File: src/include/fhp_pkg.sv
// Package: constants for the processor-side FPGA configuration and register port controller
package fhp_pkg;
    // ------------------------------------------------------------
    // AXI4-Lite register offsets (controller's own registers)
    // ------------------------------------------------------------
    localparam logic [7:0] FHP_REG_CTRL = 8'h00;
    localparam logic [7:0] FHP_REG_STATUS = 8'h04;
    localparam logic [7:0] FHP_REG_CFG_DATA = 8'h08;
    localparam logic [7:0] FHP_REG_ACCESS = 8'h0c;
    localparam logic [7:0] FHP_REG_RDATA = 8'h10;
    localparam logic [7:0] FHP_REG_WIN_BASE = 8'h80;
    localparam logic [7:0] FHP_WIN_MASK = 8'h80;
    localparam int FHP_WIN_WORDS = 32;
    // Control bits
    localparam int FHP_CTRL_PROG_BIT = 0;
    localparam int FHP_CTRL_OSC_BIT = 1;
    // Access register fields
    localparam int FHP_ACC_DATA_LSB = 0;
    localparam int FHP_ACC_IDX_LSB = 16;
    localparam int FHP_ACC_READ_BIT = 24;
    // Status bits
    localparam int FHP_ST_BUSY_BIT = 0;
    localparam int FHP_ST_INIT_BIT = 1;
    localparam int FHP_ST_DONE_BIT = 2;
    localparam int FHP_ST_CFG_READY_BIT = 3;
    localparam int FHP_ST_IRQ_LSB = 4;
    localparam int FHP_ST_WAIT_BIT = 7;
    // ------------------------------------------------------------
    // External bus geometry
    // ------------------------------------------------------------
    localparam int FHP_DATA_W = 16;
    localparam int FHP_CFG_W = 8;
    localparam int FHP_IDX_W = 5;
    localparam logic [31:0] FHP_SPACE_BASE = 32'h46000000;
    localparam logic [31:0] FHP_SPACE_LAST = 32'h47ffffff;
    // ------------------------------------------------------------
    // Timing (bus cycles of the 100 MHz controller clock)
    // ------------------------------------------------------------
    localparam int FHP_CLK_NS = 10;
    localparam int FHP_SETUP_CYC = 2;
    localparam int FHP_STROBE_CYC = 4;
    localparam int FHP_HOLD_CYC = 2;
    localparam int FHP_TURN_CYC = 2;
    localparam int FHP_PROG_LOW_NS = 300;
    localparam int FHP_PROG_LOW_CYC = (FHP_PROG_LOW_NS + FHP_CLK_NS - 1) / FHP_CLK_NS;
    localparam int FHP_INIT_WAIT_MS = 5;
    localparam int FHP_INIT_WAIT_CYC_DEF = (FHP_INIT_WAIT_MS * 1000000) / FHP_CLK_NS;
    localparam int FHP_CNT_W = 20;
    typedef enum {FHP_IDLE, FHP_SETUP, FHP_STROBE, FHP_HOLD, FHP_TURN} fhp_bus_state_t;
    typedef enum {FHP_CFG_IDLE, FHP_CFG_PULSE, FHP_CFG_WAIT, FHP_CFG_READY} fhp_cfg_state_t;
endpackage

File: src/logic/fhp_shadow_mem.sv
// Shadow memory of the 32 remote 16-bit registers, registered read data
`timescale 1ns/1ps
module fhp_shadow_mem import fhp_pkg::*; (
    input wire logic clk_in,
    input wire logic we_in,
    input wire logic [FHP_IDX_W-1:0] waddr_in,
    input wire logic [FHP_DATA_W-1:0] wdata_in,
    input wire logic [FHP_IDX_W-1:0] raddr_in,
    output logic [FHP_DATA_W-1:0] rdata_out
);
    logic [FHP_DATA_W-1:0] mem [FHP_WIN_WORDS];

    always_ff @(posedge clk_in) begin
        if (we_in) begin
            mem[waddr_in] <= wdata_in;
        end
        rdata_out <= mem[raddr_in];
    end
endmodule

File: src/logic/fhp_host_port.sv
// Processor-side controller: FPGA configuration and 32-register async bus access
//
// Chosen here: the AXI4-Lite register port and the register offsets.
`timescale 1ns/1ps
module fhp_host_port import fhp_pkg::*; #(
    parameter int INIT_WAIT_CYC = FHP_INIT_WAIT_CYC_DEF
) (
    // Clock and reset
    input wire logic CLK_IN,
    input wire logic RST_B_IN,
    // AXI4-Lite write address
    input wire logic [7:0] S_AXI_AWADDR_IN,
    input wire logic S_AXI_AWVALID_IN,
    output logic S_AXI_AWREADY_OUT,
    // AXI4-Lite write data
    input wire logic [31:0] S_AXI_WDATA_IN,
    input wire logic [3:0] S_AXI_WSTRB_IN,
    input wire logic S_AXI_WVALID_IN,
    output logic S_AXI_WREADY_OUT,
    // AXI4-Lite write response
    output logic [1:0] S_AXI_BRESP_OUT,
    output logic S_AXI_BVALID_OUT,
    input wire logic S_AXI_BREADY_IN,
    // AXI4-Lite read address
    input wire logic [7:0] S_AXI_ARADDR_IN,
    input wire logic S_AXI_ARVALID_IN,
    output logic S_AXI_ARREADY_OUT,
    // AXI4-Lite read data
    output logic [31:0] S_AXI_RDATA_OUT,
    output logic [1:0] S_AXI_RRESP_OUT,
    output logic S_AXI_RVALID_OUT,
    input wire logic S_AXI_RREADY_IN,
    // External memory bus to the FPGA
    output logic FPGA_CHIP_SELECT_N_OUT,
    output logic BUS_WRITE_STROBE_N_OUT,
    output logic BUS_OUTPUT_ENABLE_N_OUT,
    output logic BUS_READ_NOT_WRITE_OUT,
    output logic [3:0] BUS_ADDR_OUT,
    output logic BANK_ADDR_BIT_OUT,
    input wire logic [FHP_DATA_W-1:0] BUS_DATA_IN,
    output logic [FHP_DATA_W-1:0] BUS_DATA_OUT,
    output logic BUS_DATA_OE_OUT,
    // Configuration and GPIO lines
    output logic PROC_GPIO_PROGRAM_OUT,
    input wire logic PROC_GPIO_INIT_IN,
    input wire logic PROC_GPIO_DONE_IN,
    output logic PROC_GPIO_OSC_ENABLE_OUT,
    input wire logic PROC_IRQ_LINE_A_IN,
    input wire logic PROC_IRQ_LINE_B_IN,
    input wire logic PROC_IRQ_LINE_C_IN
);
    // ------------------------------------------------------------
    // Input synchronisers
    // ------------------------------------------------------------
    localparam int NSYNC = 5 + FHP_DATA_W;
    logic [NSYNC-1:0] sync_a;
    logic [NSYNC-1:0] sync_b;
    logic init_s, done_s;
    logic [2:0] irq_s;
    logic [FHP_DATA_W-1:0] data_s;

    always_ff @(posedge CLK_IN or negedge RST_B_IN) begin
        if (!RST_B_IN) begin
            sync_a <= '0;
            sync_b <= '0;
        end else begin
            sync_a <= {BUS_DATA_IN, PROC_IRQ_LINE_C_IN, PROC_IRQ_LINE_B_IN,
                       PROC_IRQ_LINE_A_IN, PROC_GPIO_DONE_IN, PROC_GPIO_INIT_IN};
            sync_b <= sync_a;
        end
    end
    assign init_s = sync_b[0];
    assign done_s = sync_b[1];
    assign irq_s = sync_b[4:2];
    assign data_s = sync_b[NSYNC-1:5];

    // ------------------------------------------------------------
    // Control register
    // ------------------------------------------------------------
    logic prog_req, osc_en;
    logic aw_done, w_done;
    logic [7:0] awaddr;
    logic [31:0] wdata;
    logic [3:0] wstrb;
    logic wr_go;
    logic bus_busy;
    logic bus_start;
    logic bus_is_read;
    logic bus_is_cfg;
    logic [FHP_IDX_W-1:0] bus_idx;
    logic [FHP_DATA_W-1:0] bus_wdata;
    fhp_cfg_state_t cfg_state;

    function automatic logic is_win(input logic [7:0] a);
        return (a & FHP_WIN_MASK) == FHP_REG_WIN_BASE;
    endfunction

    function automatic logic [FHP_IDX_W-1:0] win_idx(input logic [7:0] a);
        return a[FHP_IDX_W+1:2];
    endfunction

    // Write held until the bus engine is free; AW and W taken in either order
    assign S_AXI_AWREADY_OUT = !aw_done && !S_AXI_BVALID_OUT;
    assign S_AXI_WREADY_OUT = !w_done && !S_AXI_BVALID_OUT;
    assign wr_go = aw_done && w_done && !S_AXI_BVALID_OUT && !bus_busy;

    always_ff @(posedge CLK_IN or negedge RST_B_IN) begin
        if (!RST_B_IN) begin
            aw_done <= 1'b0;
            w_done <= 1'b0;
            awaddr <= '0;
            wdata <= '0;
            wstrb <= '0;
            S_AXI_BVALID_OUT <= 1'b0;
        end else begin
            if (S_AXI_AWVALID_IN && S_AXI_AWREADY_OUT) begin
                aw_done <= 1'b1;
                awaddr <= S_AXI_AWADDR_IN;
            end
            if (S_AXI_WVALID_IN && S_AXI_WREADY_OUT) begin
                w_done <= 1'b1;
                wdata <= S_AXI_WDATA_IN;
                wstrb <= S_AXI_WSTRB_IN;
            end
            if (wr_go) begin
                aw_done <= 1'b0;
                w_done <= 1'b0;
                S_AXI_BVALID_OUT <= 1'b1;
            end else if (S_AXI_BREADY_IN) begin
                S_AXI_BVALID_OUT <= 1'b0;
            end
        end
    end
    assign S_AXI_BRESP_OUT = 2'h0;

    always_ff @(posedge CLK_IN or negedge RST_B_IN) begin
        if (!RST_B_IN) begin
            prog_req <= 1'b0;
            osc_en <= 1'b0;
        end else begin
            prog_req <= 1'b0;
            if (wr_go && awaddr == FHP_REG_CTRL && wstrb[0]) begin
                prog_req <= wdata[FHP_CTRL_PROG_BIT];
                osc_en <= wdata[FHP_CTRL_OSC_BIT];
            end
        end
    end
    assign PROC_GPIO_OSC_ENABLE_OUT = osc_en;

    // ------------------------------------------------------------
    // Configuration sequencer
    // ------------------------------------------------------------
    logic [FHP_CNT_W-1:0] cfg_cnt;
    logic prog_line;

    always_ff @(posedge CLK_IN or negedge RST_B_IN) begin
        if (!RST_B_IN) begin
            cfg_state <= FHP_CFG_IDLE;
            cfg_cnt <= '0;
            prog_line <= 1'b0;
        end else begin
            case (cfg_state)
                FHP_CFG_IDLE: begin
                    prog_line <= 1'b1;
                    if (prog_req) begin
                        cfg_state <= FHP_CFG_PULSE;
                        prog_line <= 1'b0;
                        cfg_cnt <= '0;
                    end
                end
                FHP_CFG_PULSE: begin
                    cfg_cnt <= cfg_cnt + 1'b1;
                    if (cfg_cnt == FHP_CNT_W'(FHP_PROG_LOW_CYC - 1)) begin
                        prog_line <= 1'b1;
                        cfg_cnt <= '0;
                        cfg_state <= FHP_CFG_WAIT;
                    end
                end
                FHP_CFG_WAIT: begin
                    cfg_cnt <= cfg_cnt + 1'b1;
                    if (init_s || cfg_cnt == FHP_CNT_W'(INIT_WAIT_CYC - 1)) begin
                        cfg_state <= FHP_CFG_READY;
                    end
                end
                FHP_CFG_READY: begin
                    if (prog_req) begin
                        cfg_state <= FHP_CFG_PULSE;
                        prog_line <= 1'b0;
                        cfg_cnt <= '0;
                    end
                end
                default: cfg_state <= FHP_CFG_IDLE;
            endcase
        end
    end
    assign PROC_GPIO_PROGRAM_OUT = prog_line;

    // ------------------------------------------------------------
    // Bus request decode
    // ------------------------------------------------------------
    logic rd_pend;
    logic rd_done;
    logic [7:0] araddr;
    logic [FHP_DATA_W-1:0] last_rd;
    logic rd_from_mem;
    logic mem_we;
    logic [FHP_DATA_W-1:0] mem_rdata;

    always_comb begin
        bus_start = 1'b0;
        bus_is_read = 1'b0;
        bus_is_cfg = 1'b0;
        bus_idx = '0;
        bus_wdata = '0;
        if (wr_go && awaddr == FHP_REG_CFG_DATA) begin
            bus_start = 1'b1;
            bus_is_cfg = 1'b1;
            bus_wdata = {{(FHP_DATA_W-FHP_CFG_W){1'b0}}, wdata[FHP_CFG_W-1:0]};
        end else if (wr_go && awaddr == FHP_REG_ACCESS) begin
            bus_start = 1'b1;
            bus_is_read = wdata[FHP_ACC_READ_BIT];
            bus_idx = wdata[FHP_ACC_IDX_LSB +: FHP_IDX_W];
            bus_wdata = wdata[FHP_ACC_DATA_LSB +: FHP_DATA_W];
        end else if (wr_go && is_win(awaddr)) begin
            bus_start = 1'b1;
            bus_idx = win_idx(awaddr);
            bus_wdata = wdata[FHP_DATA_W-1:0];
        end
    end

    // ------------------------------------------------------------
    // Asynchronous bus engine
    // ------------------------------------------------------------
    fhp_bus_state_t bus_state;
    logic [2:0] phase_cnt;
    logic cur_read;
    logic last_read;
    logic [FHP_IDX_W-1:0] cur_idx;
    logic [FHP_DATA_W-1:0] cur_wdata;

    assign bus_busy = bus_state != FHP_IDLE;

    always_ff @(posedge CLK_IN or negedge RST_B_IN) begin
        if (!RST_B_IN) begin
            bus_state <= FHP_IDLE;
            phase_cnt <= '0;
            cur_read <= 1'b0;
            last_read <= 1'b0;
            cur_idx <= '0;
            cur_wdata <= '0;
            last_rd <= '0;
            mem_we <= 1'b0;
        end else begin
            mem_we <= 1'b0;
            phase_cnt <= phase_cnt + 1'b1;
            case (bus_state)
                FHP_IDLE: begin
                    if (bus_start) begin
                        cur_read <= bus_is_read;
                        cur_idx <= bus_is_cfg ? '0 : bus_idx;
                        cur_wdata <= bus_wdata;
                        phase_cnt <= '0;
                        // Direction change needs the turnaround gap first
                        bus_state <= (bus_is_read != last_read) ? FHP_TURN : FHP_SETUP;
                    end
                end
                FHP_TURN: begin
                    if (phase_cnt == 3'(FHP_TURN_CYC - 1)) begin
                        phase_cnt <= '0;
                        bus_state <= FHP_SETUP;
                    end
                end
                FHP_SETUP: begin
                    if (phase_cnt == 3'(FHP_SETUP_CYC - 1)) begin
                        phase_cnt <= '0;
                        bus_state <= FHP_STROBE;
                    end
                end
                FHP_STROBE: begin
                    if (phase_cnt == 3'(FHP_STROBE_CYC - 1)) begin
                        phase_cnt <= '0;
                        bus_state <= FHP_HOLD;
                        if (cur_read) begin
                            last_rd <= data_s;
                        end
                    end
                end
                FHP_HOLD: begin
                    if (phase_cnt == 3'(FHP_HOLD_CYC - 1)) begin
                        bus_state <= FHP_IDLE;
                        last_read <= cur_read;
                        mem_we <= cur_read;
                    end
                end
                default: bus_state <= FHP_IDLE;
            endcase
        end
    end

    // Pins: select spans setup..hold, strobe only in strobe phase
    always_ff @(posedge CLK_IN or negedge RST_B_IN) begin
        if (!RST_B_IN) begin
            FPGA_CHIP_SELECT_N_OUT <= 1'b1;
            BUS_WRITE_STROBE_N_OUT <= 1'b1;
            BUS_OUTPUT_ENABLE_N_OUT <= 1'b1;
            BUS_READ_NOT_WRITE_OUT <= 1'b1;
            BUS_ADDR_OUT <= '0;
            BANK_ADDR_BIT_OUT <= 1'b0;
            BUS_DATA_OUT <= '0;
            BUS_DATA_OE_OUT <= 1'b0;
        end else begin
            FPGA_CHIP_SELECT_N_OUT <= !(bus_state inside {FHP_SETUP, FHP_STROBE, FHP_HOLD});
            BUS_WRITE_STROBE_N_OUT <= !(bus_state == FHP_STROBE && !cur_read);
            BUS_OUTPUT_ENABLE_N_OUT <= !(bus_state == FHP_STROBE && cur_read);
            // Read level stays for the whole cycle so the FPGA read gate covers it
            BUS_READ_NOT_WRITE_OUT <= (bus_state == FHP_IDLE) || cur_read;
            BUS_ADDR_OUT <= cur_idx[3:0];
            BANK_ADDR_BIT_OUT <= cur_idx[FHP_IDX_W-1];
            BUS_DATA_OUT <= cur_wdata;
            // Never drive during a read: the FPGA owns the data lines then
            BUS_DATA_OE_OUT <= !cur_read && bus_state inside {FHP_SETUP, FHP_STROBE, FHP_HOLD};
        end
    end

    fhp_shadow_mem u_shadow (
        .clk_in(CLK_IN),
        .we_in(mem_we),
        .waddr_in(cur_idx),
        .wdata_in(last_rd),
        .raddr_in(win_idx(araddr)),
        .rdata_out(mem_rdata)
    );

    // ------------------------------------------------------------
    // AXI4-Lite read side
    // ------------------------------------------------------------
    assign S_AXI_ARREADY_OUT = !rd_pend && !S_AXI_RVALID_OUT;
    assign S_AXI_RRESP_OUT = 2'h0;

    always_ff @(posedge CLK_IN or negedge RST_B_IN) begin
        if (!RST_B_IN) begin
            rd_pend <= 1'b0;
            rd_done <= 1'b0;
            araddr <= '0;
            rd_from_mem <= 1'b0;
            S_AXI_RVALID_OUT <= 1'b0;
            S_AXI_RDATA_OUT <= '0;
        end else begin
            rd_done <= 1'b0;
            if (S_AXI_ARVALID_IN && S_AXI_ARREADY_OUT) begin
                rd_pend <= 1'b1;
                araddr <= S_AXI_ARADDR_IN;
                rd_from_mem <= is_win(S_AXI_ARADDR_IN);
            end
            if (rd_pend && !rd_done) begin
                rd_done <= 1'b1;
            end
            if (rd_done) begin
                rd_pend <= 1'b0;
                S_AXI_RVALID_OUT <= 1'b1;
                if (rd_from_mem) begin
                    S_AXI_RDATA_OUT <= {16'h0000, mem_rdata};
                end else begin
                    case (araddr)
                        FHP_REG_CTRL: S_AXI_RDATA_OUT <= {30'h0, osc_en, 1'b0};
                        FHP_REG_STATUS: begin
                            S_AXI_RDATA_OUT <= '0;
                            S_AXI_RDATA_OUT[FHP_ST_BUSY_BIT] <= bus_busy;
                            S_AXI_RDATA_OUT[FHP_ST_INIT_BIT] <= init_s;
                            S_AXI_RDATA_OUT[FHP_ST_DONE_BIT] <= done_s;
                            S_AXI_RDATA_OUT[FHP_ST_CFG_READY_BIT] <= cfg_state == FHP_CFG_READY;
                            S_AXI_RDATA_OUT[FHP_ST_IRQ_LSB +: 3] <= irq_s;
                            S_AXI_RDATA_OUT[FHP_ST_WAIT_BIT] <= cfg_state == FHP_CFG_WAIT;
                        end
                        FHP_REG_RDATA: S_AXI_RDATA_OUT <= {16'h0000, last_rd};
                        default: S_AXI_RDATA_OUT <= '0;
                    endcase
                end
            end else if (S_AXI_RREADY_IN) begin
                S_AXI_RVALID_OUT <= 1'b0;
            end
        end
    end
endmodule

File: config.mk
export PLATFORM = sky130hd
export DESIGN_NAME = fhp_host_port
export DESIGN_NICKNAME = d
export VERILOG_FILES = /design/src/include/fhp_pkg.sv /design/src/logic/fhp_shadow_mem.sv /design/src/logic/fhp_host_port.sv
export SDC_FILE = /design/constraint.sdc
export NUM_CORES = 1
export LEC_CHECK = 0
export ABC_AREA = 0
export BUFFER_PORTS_ARGS = -buffer_cell sky130_fd_sc_hd__buf_4
export CAP_MARGIN = 20
export CORE_MARGIN = 2
export CORE_UTILIZATION = 35
export CTS_CLUSTER_SIZE = 25
export DETAILED_ROUTE_END_ITERATION = 8
export GPL_TIMING_DRIVEN = 0
export PLACE_DENSITY_LB_ADDON = 0.2
export REMOVE_ABC_BUFFERS = 1
export SLEW_MARGIN = 15
export SYNTH_ARGS = -nofsm -noshare
export SYNTH_HDL_FRONTEND = slang
export SYNTH_SLANG_ARGS = --single-unit
File: constraint.sdc
create_clock -name CLK_IN -period 3.9 [get_ports CLK_IN]
set_input_delay 0.39 -clock CLK_IN [delete_from_list [all_inputs] [get_ports CLK_IN]]
set_output_delay 0.39 -clock CLK_IN [all_outputs]
set_load 0.03 [all_outputs]
# After elaboration in Yosys (flattened, before gate mapping)

Memories as Yosys holds them, arrays and structs flattened. A register that Yosys moved wholly into a read port is not among the register bits.
Cells that the tools add are included.

Reduce and logical (&&, ||, !) cells: 54
Add/subtract/negate cells: 2
Equality and inequality tests: 28
Multiplexer cells: 53

Operator list:

| cell                    | number |
|---|---|
| $mux W32                | 9 |
| $pmux W32 S5            | 1 |
| $eq A32 B2 Y1 const B   | 4 |
| $eq A32 B3 Y1 const B   | 4 |
| $logic_not A32 Y1       | 3 |
| $pmux W32 S3            | 1 |
| $eq A32 B1 Y1 const B   | 2 |
| $pmux W20 S3            | 1 |
| $mux W16                | 3 |
| $pmux W16 S3            | 1 |
| $mux W20                | 2 |
| $reduce_bool A32 Y1     | 1 |
| $mux W1                 | 25 |
| $add A20 B1 Y20 const B | 1 |
| $eq A20 B19 Y1 const B  | 1 |
| $eq A20 B5 Y1 const B   | 1 |
| $mux W5                 | 4 |
| $logic_and A1 B1 Y1     | 18 |
| $eq A8 B4 Y1 const B    | 2 |
| $logic_not A8 Y1        | 2 |
| $ne A2 B2 Y1 const B    | 8 |
| $mux W3                 | 4 |
| $logic_not A1 Y1        | 11 |
| $reduce_bool A2 Y1      | 5 |
| other kinds (15)        | 23 |

Word-level logic and storage cells: 173
Output and inout bits: 69
RAM bits: 512
Memories: 1
Register bits after elaboration: 279

Memory list:

| memory       | depth | bits a word | read ports | clocked after memory_dff | write ports | line                 | text |
|---|---|---|---|---|---|---|---|
| u_shadow.mem | 32    | 16          | 1          | 1                        | 1           | fhp_shadow_mem.sv:11 | `logic [FHP_DATA_W-1:0] mem [FHP_WIN_WORDS];` |

# Longest topological paths before layout

Gate-level depths: netlist of run 1.

Depth in word-level cells: 10
Mapped depth: 9
Depth with buffers taken out: 7

# Modules after synthesis

A second synthesis of run 1 with hierarchy kept.

Cells, all modules: 1,779
Area, all modules: 28,364.7 um^2

Modules (own cells, without submodules):

| module         | times used | area each (um^2) | cells each |
|---|---|---|---|
| fhp_shadow_mem | 1          | 20,534.7         | 1,143 |
| fhp_host_port  | 1          | 7,830.0          | 636 |

# Worst setup path before layout of run 1

No wires, ideal clock.

Path kind: reg2reg
Start: register cur_idx[4]
End: memory u_shadow.mem[17][0], enable pin
Path buffers: 1
Required time: 3.512 ns
Arrival: 1.774 ns
Cell stages (with the launch flop): 4
Path slack: 1.738 ns
Cell sequence: dfrtp_1 -> clkbuf_1 -> or3b_2 -> nor2_1

RTL lines:

| item                     | line                 | text |
|---|---|---|
| start: declaration       | fhp_host_port.sv:238 | `logic [FHP_IDX_W-1:0] cur_idx;` |
| start signal: assignment | fhp_host_port.sv:260 | `cur_idx <= bus_is_cfg ? '0 : bus_idx;` |
| end: declaration         | fhp_shadow_mem.sv:11 |  |

Straight into the memory's write port.

==> metrics.csv, run 1 <==
stage,metric,value,unit
status,outcome,completed,
worst_setup_path,worst-path-max-fanout,16,
worst_setup_path,end_kind,flop,
floorplanning,dieHeight,287,µm
final_layout,final_core_util,42.4,%
detailed_routing,drtIter0Drc,1165,
clock_tree,clock_path_buffers,3,
worst_setup_path,rr_startpoint,araddr[4],
synth,synthTopCellsByArea,"edfxtp_1, dfrtp_1, mux4_2, mux4_1, mux2_2",
synth,netlist.area_leader.share,54.9,%
synth,ys_types,74,
detailed_routing,routed_wl,65.9,mm
sta,max_freq,316,MHz
clock_tree,clk_latency,0.61,ns
clock_tree,clk_pin_slew,0.06,ns
worst_setup_path,cp_slowest_cell,nand3_1,
global_routing,grt-ovfl-total,0,
final_layout,drive_gt1_share,27.0,%
sta,setup-tns-final,0,ns
clock_tree,post_cts_buffers,0,
floorplanning,coreArea,0.0791,mm²
sta,slew_viol_final,0,
synth,ys_ff_latch,728,
placed_design,hpwl,41.3,mm
floorplanning,rows,103,
detailed_routing,vias,14282,
floorplanning,die_x,287,µm
sta,hold_viol,0,
final_layout,nets,1799,
synth,synth-main-ff-cell,edfxtp_1,
clock_tree,cts_tree,built,
global_routing,grt_start_max_net_pins,106,
synth,synthArstFlopShare,27.5,%
final_layout,fin_cells,2823,
global_routing,grt_use_met1,22.6,%
sta,setup_violations,0,
worst_setup_path,worst-path-buf-inv,1,
global_routing,grtUsageMet2,25.8,%
worst_setup_path,crit_family,compound AO/OA/AOI/OAI gates,
clock_tree,h-tree-depth,3,
final_layout,post-route-cell-area,0.0336,mm²
floorplanning,io_pins,149,
placed_design,preCtsSetupSlack,0.729,ns
floorplanning,die-area,0.0823,mm²
synth,postSynthAreaPerCell,18.8,µm²
global_routing,grt_pass1_wl,97.6,mm
worst_setup_path,reg2reg_slack,0.73,ns
worst_setup_path,crit_arrival,3.69,ns
clock_tree,cts_buffers,78,
sta,fin_crit,3.17,ns
global_routing,grt_pass1_vias,14700,
global_routing,use_met3,2.71,%
detailed_routing,dr.pass1.iters,5,
worst_setup_path,r2r-end,u_shadow.rdata_out[11],
job,cap_violations,0,
placed_design,port_buffers,115,
placed_design,place_inst,2612,
worst_hold_path,hold-path-cell-count,2,
final_layout,fill_cells,7042,
synth,synth-edff-count,512,
synth,netlist_area,0.0280,mm²
global_routing,busiest_layer,met2,
pwr,p_leak,10.8,nW
sta,tightest_slew,1.07,ns
floorplanning,start_util,35.4,%
worst_hold_path,hold_end,araddr[2],
clock_tree,clock_sinks,728,
global_routing,antenna_found_initial,0,
final_layout,syn_to_final_growth,19.8,%
placed_design,routabilityCongestion,0.755,
synth,synth_top_area_cell,edfxtp_1,
worst_setup_path,worstSetupStartpointType,flop,
synth,yosysWarnings,0,
detailed_routing,avgViaCountPerCell,5.06,
synth,ys_seq_area_share,73.9,%
worst_setup_path,path_cells,inv_2 > nand3_1 > o22ai_1 > a211o_1 > a31oi_1,
final_layout,antenna_cells,0,
sta,timing.final.ws_setup,0.732,ns
worst_setup_path,max_stage_delay,0.89,ns
worst_hold_path,hold_class,input port to flop,
worst_setup_path,reg2reg_depth,5,
worst_setup_path,required,4.42,ns
global_routing,grt_use_total,16.1,%
placed_design,placed_area,0.0303,mm²
pwr,power.density,641,mW/mm²
sta,post-route-period-util,81.2,%
worst_hold_path,hold_start,S_AXI_ARADDR_IN[2],
sta,slew_headroom,28.9,%
clock_tree,cts_root_buffer,clkbuf_16,
detailed_routing,ant_nets,0,
synth,netlist_instances,1489,
sta,fin_skew,0.0333,ns
worst_setup_path,worst-setup-path-type,flop to flop,
pwr,ir_worst_vdd,0.313,mV
detailed_routing,drcViolationCount,0,
detailed_routing,wire_per_inst,23.3,µm
sta,rsz0062_at_grt,false,
[kinds of logic (layout without fill, tap and decap cells)]
| logic type | after synthesis | after routing | synth area share (%) |
|---|---|---|---|
| AO/OA/AOI/OAI | 137 | 137 | 3.49 |
| flip-flops | 728 | 728 | 73.9 |
| other | 1 | 20 | 0.0134 |
| AND/OR/NAND/NOR | 277 | 277 | 4.83 |
| adder cells (fa/ha/maj) | 11 | 11 | 0.491 |
| multiplexers | 212 | 212 | 14.2 |
| XOR/XNOR | 13 | 13 | 0.406 |
| buffers and inverters | 110 | 375 | 2.64 |
[metal layers]
layer | part of all wire (%) | vias to the layer above
li1 | - | 6306
met1 | 45 | 7595
met2 | 48 | 305
met3 | 4.4 | 76
met4 | 2.0 | 0
met5 | 0 | -
[sequential cells by signal (all words and copies together), names as in the netlist, 20 cells and up]
signal        cells
u_shadow.mem    512
wdata            22
sync_a           21
sync_b           21
cfg_cnt          20
[report_power, final]
group	switching (W)	total (W)	internal [W]	leakage (nW)
sequential	0.000775	0.00978	0.00900	6.21
combinational	0.00257	0.00454	0.00196	3.34
clock	0.00293	0.00719	0.00425	1.24
[area by class of cell]
cell class / count / area (µm²) / share of cell area, %
Clock buffer: 124 / 2370 / 7.08
Timing Repair Buffer: 212 / 2110 / 6.30
Clock inverter: 21 / 156 / 0.466
Tap cell: 1050 / 1310 / 3.92
Inverter: 18 / 67.6 / 0.201
Multi-Input combinational cell: 670 / 6800 / 20.3
Sequential cell: 728 / 20700 / 61.8
[through the flow]
step	hold WS [ns]	total power, W
global placement	0.334	0.0138
global route	0.0232	0.0224
floorplan	0.0944	0.0125
detailed placement	0.335	0.0145
CTS	0.00923	0.0218
finish	0.0484	0.0215
[what timing repair did]
item                                    in CTS  in global routing
endpoints found under the hold margin      149                  0
resized for setup                            0                  0
hold buffers                                59                  0
endpoints found under the setup margin       0                  0
[worst register-to-register path, stage by stage (launching register included)]
cell	delay, ns
dfrtp_1	0.85
inv_2	0.42
nand3_1	0.90
o22ai_1	0.35
a211o_1	0.40
a31oi_1	0.17
[synthesized netlist by cell type (19+ instances only)]
master / instances
mux2_2: 59
o22ai_1: 33
mux4_2: 82
a31oi_1: 19
mux4_1: 46
nor2_1: 97
buf_4: 23
buf_2: 23
nand2_1: 84
dfrtp_1: 196
mux2i_1: 22
edfxtp_1: 512
buf_6: 21
[cell usage in the layout (no fill, tap or decap), types with 11 or more instances in the layout]
cell / n
edfxtp_1: 512
dfrtp_1: 185
buf_4: 114
nand2_1: 84
clkbuf_16: 83
mux4_2: 82
nor2_1: 65
mux2_2: 59
dlygate4sd3_1: 59
mux4_1: 46
o22ai_1: 33
clkbuf_1: 26
mux2i_1: 22
conb_1: 20
a31oi_1: 19
nor2_2: 19
buf_8: 19
inv_1: 17
nand3_1: 17
a211o_1: 16
dfxtp_1: 16
nor2_4: 15
clkbuf_8: 14
a21oi_1: 12
nor4_1: 11
xnor2_1: 11
o21ai_0: 11
ha_1: 11
[worst max-delay path by stage]
stage                   start                     end  slack [ns]  cells past startpoint
finish              araddr[4]  u_shadow.rdata_out[11]        0.73                      5
global route        araddr[4]   u_shadow.rdata_out[6]        0.57                      5
floorplan           araddr[2]   u_shadow.rdata_out[0]       -2.02                      4
CTS                 araddr[4]  u_shadow.rdata_out[11]        0.71                      5
global placement    araddr[2]      S_AXI_RDATA_OUT[4]       -5.40                      3
detailed placement  araddr[4]   u_shadow.rdata_out[3]        0.73                      4
Note: power is estimated with default switching activity, not from simulation.
==> run 2: changes to the inputs <==
- clock period: 3.9 -> 2.5 ns (I/O delays scaled with it)
==> run 2 against run 1 <==
Net effect: non-clock buffer count is 18 higher; final area is 1.1% higher; clock skew hardly changed; largest cell class unchanged.
==> metrics.csv, run 2 (same netlist as run 1, synthesis figures left out) <==
stage,metric,value,unit
floorplanning,io_pins,149,
floorplanning,dieHeight,287,µm
status,outcome,completed,
clock_tree,clock_sinks,728,
detailed_routing,vias,14465,
detailed_routing,drcViolationCount,0,
detailed_routing,drtIter0Drc,1253,
floorplanning,coreArea,0.0791,mm²
final_layout,largestRegisters,"u_shadow.mem x512, wdata x22",
final_layout,drive_gt1_share,28.0,%
worst_setup_path,worst-path-max-fanout,18,
worst_setup_path,r2r-end,S_AXI_RDATA_OUT[4],
floorplanning,die_x,287,µm
clock_tree,h-tree-depth,3,
sta,slew_headroom,29.8,%
final_layout,layout_common_cells,"edfxtp_1, dfrtp_1, buf_4",
sta,max_freq,411,MHz
global_routing,grt_use_total,16.4,%
final_layout,fin_cells,2842,
worst_hold_path,hold_class,input port to flop,
clock_tree,clk_pin_slew,0.06,ns
clock_tree,cts_buffers,78,
clock_tree,cts_root_buffer,clkbuf_16,
sta,fin_crit,2.44,ns
worst_setup_path,cp_slowest_cell,a221oi_1,
floorplanning,die-area,0.0823,mm²
global_routing,grt_start_max_net_pins,106,
worst_setup_path,path_cells,nor4_1 > nand2_1 > nor3_4 > buf_12 > a221oi_1 > nor2_1,
worst_setup_path,worst-setup-path-type,flop to flop,
worst_hold_path,hold_end,aw_done,
worst_setup_path,end_kind,flop,
placed_design,hpwl,41.3,mm
worst_hold_path,hold_start,S_AXI_AWVALID_IN,
sta,slew_viol_final,0,
global_routing,grt-ovfl-total,0,
global_routing,antenna_found_initial,1,
final_layout,regMostFlops,u_shadow.mem,
placed_design,routabilityCongestion,0.755,
sta,hold_viol,0,
clock_tree,clock_path_buffers,3,
sta,rsz0062_at_grt,false,
placed_design,port_buffers,115,
worst_setup_path,reg2reg_depth,6,
worst_setup_path,crit_arrival,2.89,ns
floorplanning,rows,103,
worst_setup_path,max_stage_delay,0.86,ns
worst_setup_path,worstSetupStartpointType,flop,
final_layout,multi_input_area,0.00687,mm²
sta,tightest_slew,1.05,ns
pwr,ir_worst_vdd,0.478,mV
worst_setup_path,required,2.95,ns
detailed_routing,wire_per_inst,23.8,µm
final_layout,syn_to_final_growth,21.0,%
final_layout,final_core_util,42.9,%
sta,fin_skew,0.0338,ns
clock_tree,cts_tree,built,
worst_setup_path,reg2reg_slack,0.06,ns
global_routing,grt_pass1_vias,14822,
global_routing,grt_pass1_wl,99.6,mm
pwr,p_leak,10.9,nW
final_layout,largest_register_ffs,512,
placed_design,place_inst,2612,
sta,post-route-period-util,97.4,%
detailed_routing,avgViaCountPerCell,5.09,
final_layout,fill_cells,7002,
worst_setup_path,rr_startpoint,araddr[7],
final_layout,seqCellArea,0.0207,mm²
clock_tree,clk_latency,0.61,ns
detailed_routing,dr.pass1.iters,5,
sta,setup_violations,0,
floorplanning,start_util,35.4,%
detailed_routing,ant_nets,0,
pwr,power.density,1010,mW/mm²
detailed_routing,routed_wl,67.5,mm
job,cap_violations,0,
final_layout,layout_commonest_cell,edfxtp_1,
worst_hold_path,hold-path-cell-count,4,
final_layout,nets,1817,
run 2: changes by cell type in the layout (fill, tap and decap cells not counted), sizes merged:
cell / previous run / this run
buf: 153 / 164
dlygate4sd3: 59 / 63
bufbuf: 0 / 2
clkbuf: 124 / 125
diode: 0 / 1
run 2: how the worst max path moves through the flow:
stage | startpoint | to | slack, ns | cells after the start
2_1_floorplan | araddr[2] | u_shadow.rdata_out[0] | -3.42 | 4
3_3_place_gp | araddr[2] | S_AXI_RDATA_OUT[4] | -6.80 | 3
3_5_place_dp | araddr[4] | u_shadow.rdata_out[3] | -0.67 | 4
4_1_cts | araddr[3] | u_shadow.rdata_out[3] | 0.005 | 6
5_1_grt | araddr[2] | u_shadow.rdata_out[9] | 0.02 | 6
6_report | araddr[7] | S_AXI_RDATA_OUT[4] | 0.06 | 6
run 2: metal layers:
metal,GRT usage (%),wire (µm),vias to the layer above
met3,2.78,2860,95
li1,-,-,6357
met2,26.5,32400,297
met1,23.2,30800,7716
met5,0,0,-
met4,4.28,1460,0
run 2: cell type report:
cell class,instances,share of cell area [%]
tap,1050,3.87
antenna,1,0.00738
sequential,728,61.1
clock buffer,124,7.00
inverter,18,0.199
multi-input combinational,670,20.3
timing repair buffer,230,7.07
clock inverter,21,0.461
run 2: where the power goes:
part | switching [W] | leakage, nW | internal (W) | total [W]
clock network | 0.00460 | 1.24 | 0.00663 | 0.0112
logic | 0.00443 | 3.49 | 0.00340 | 0.00783
registers | 0.00104 | 6.21 | 0.0141 | 0.0151
run 2: critical path: cells and delay by family, from the launching register on:
kind / cells / cell delay (ns)
AOI/OAI and AO/OA: 1 / 0.86
buffers and inverters: 1 / 0.16
DFF: 1 / 0.72
and+or+nand+nor: 4 / 0.53
run 2: stage by stage:
stage / cell area, µm² / hold slack (ns) / total power (W) / setup WS, ns / setup TNS [ns]
floorplan: 27400 / -0.0456 / 0.0191 / -3.42 / -102.28
global placement: 29600 / 0.334 / 0.0209 / -6.80 / -486.28
detailed placement: 30300 / 0.335 / 0.0226 / -0.671 / -14.43
CTS: 33700 / 0.184 / 0.0345 / 0.00468 / 0
global route: 33900 / 0.232 / 0.0356 / 0.0199 / 0
finish: 33900 / 0.209 / 0.0341 / 0.0644 / 0
run 2: timing repair:
item	CTS	global route
gates resized for setup	10	4
hold buffers	63	0
endpoints found under the hold margin	153	0
gates cloned	3	1
pin swaps	3	2
setup buffers	8	3
endpoints found under the setup margin	31	6
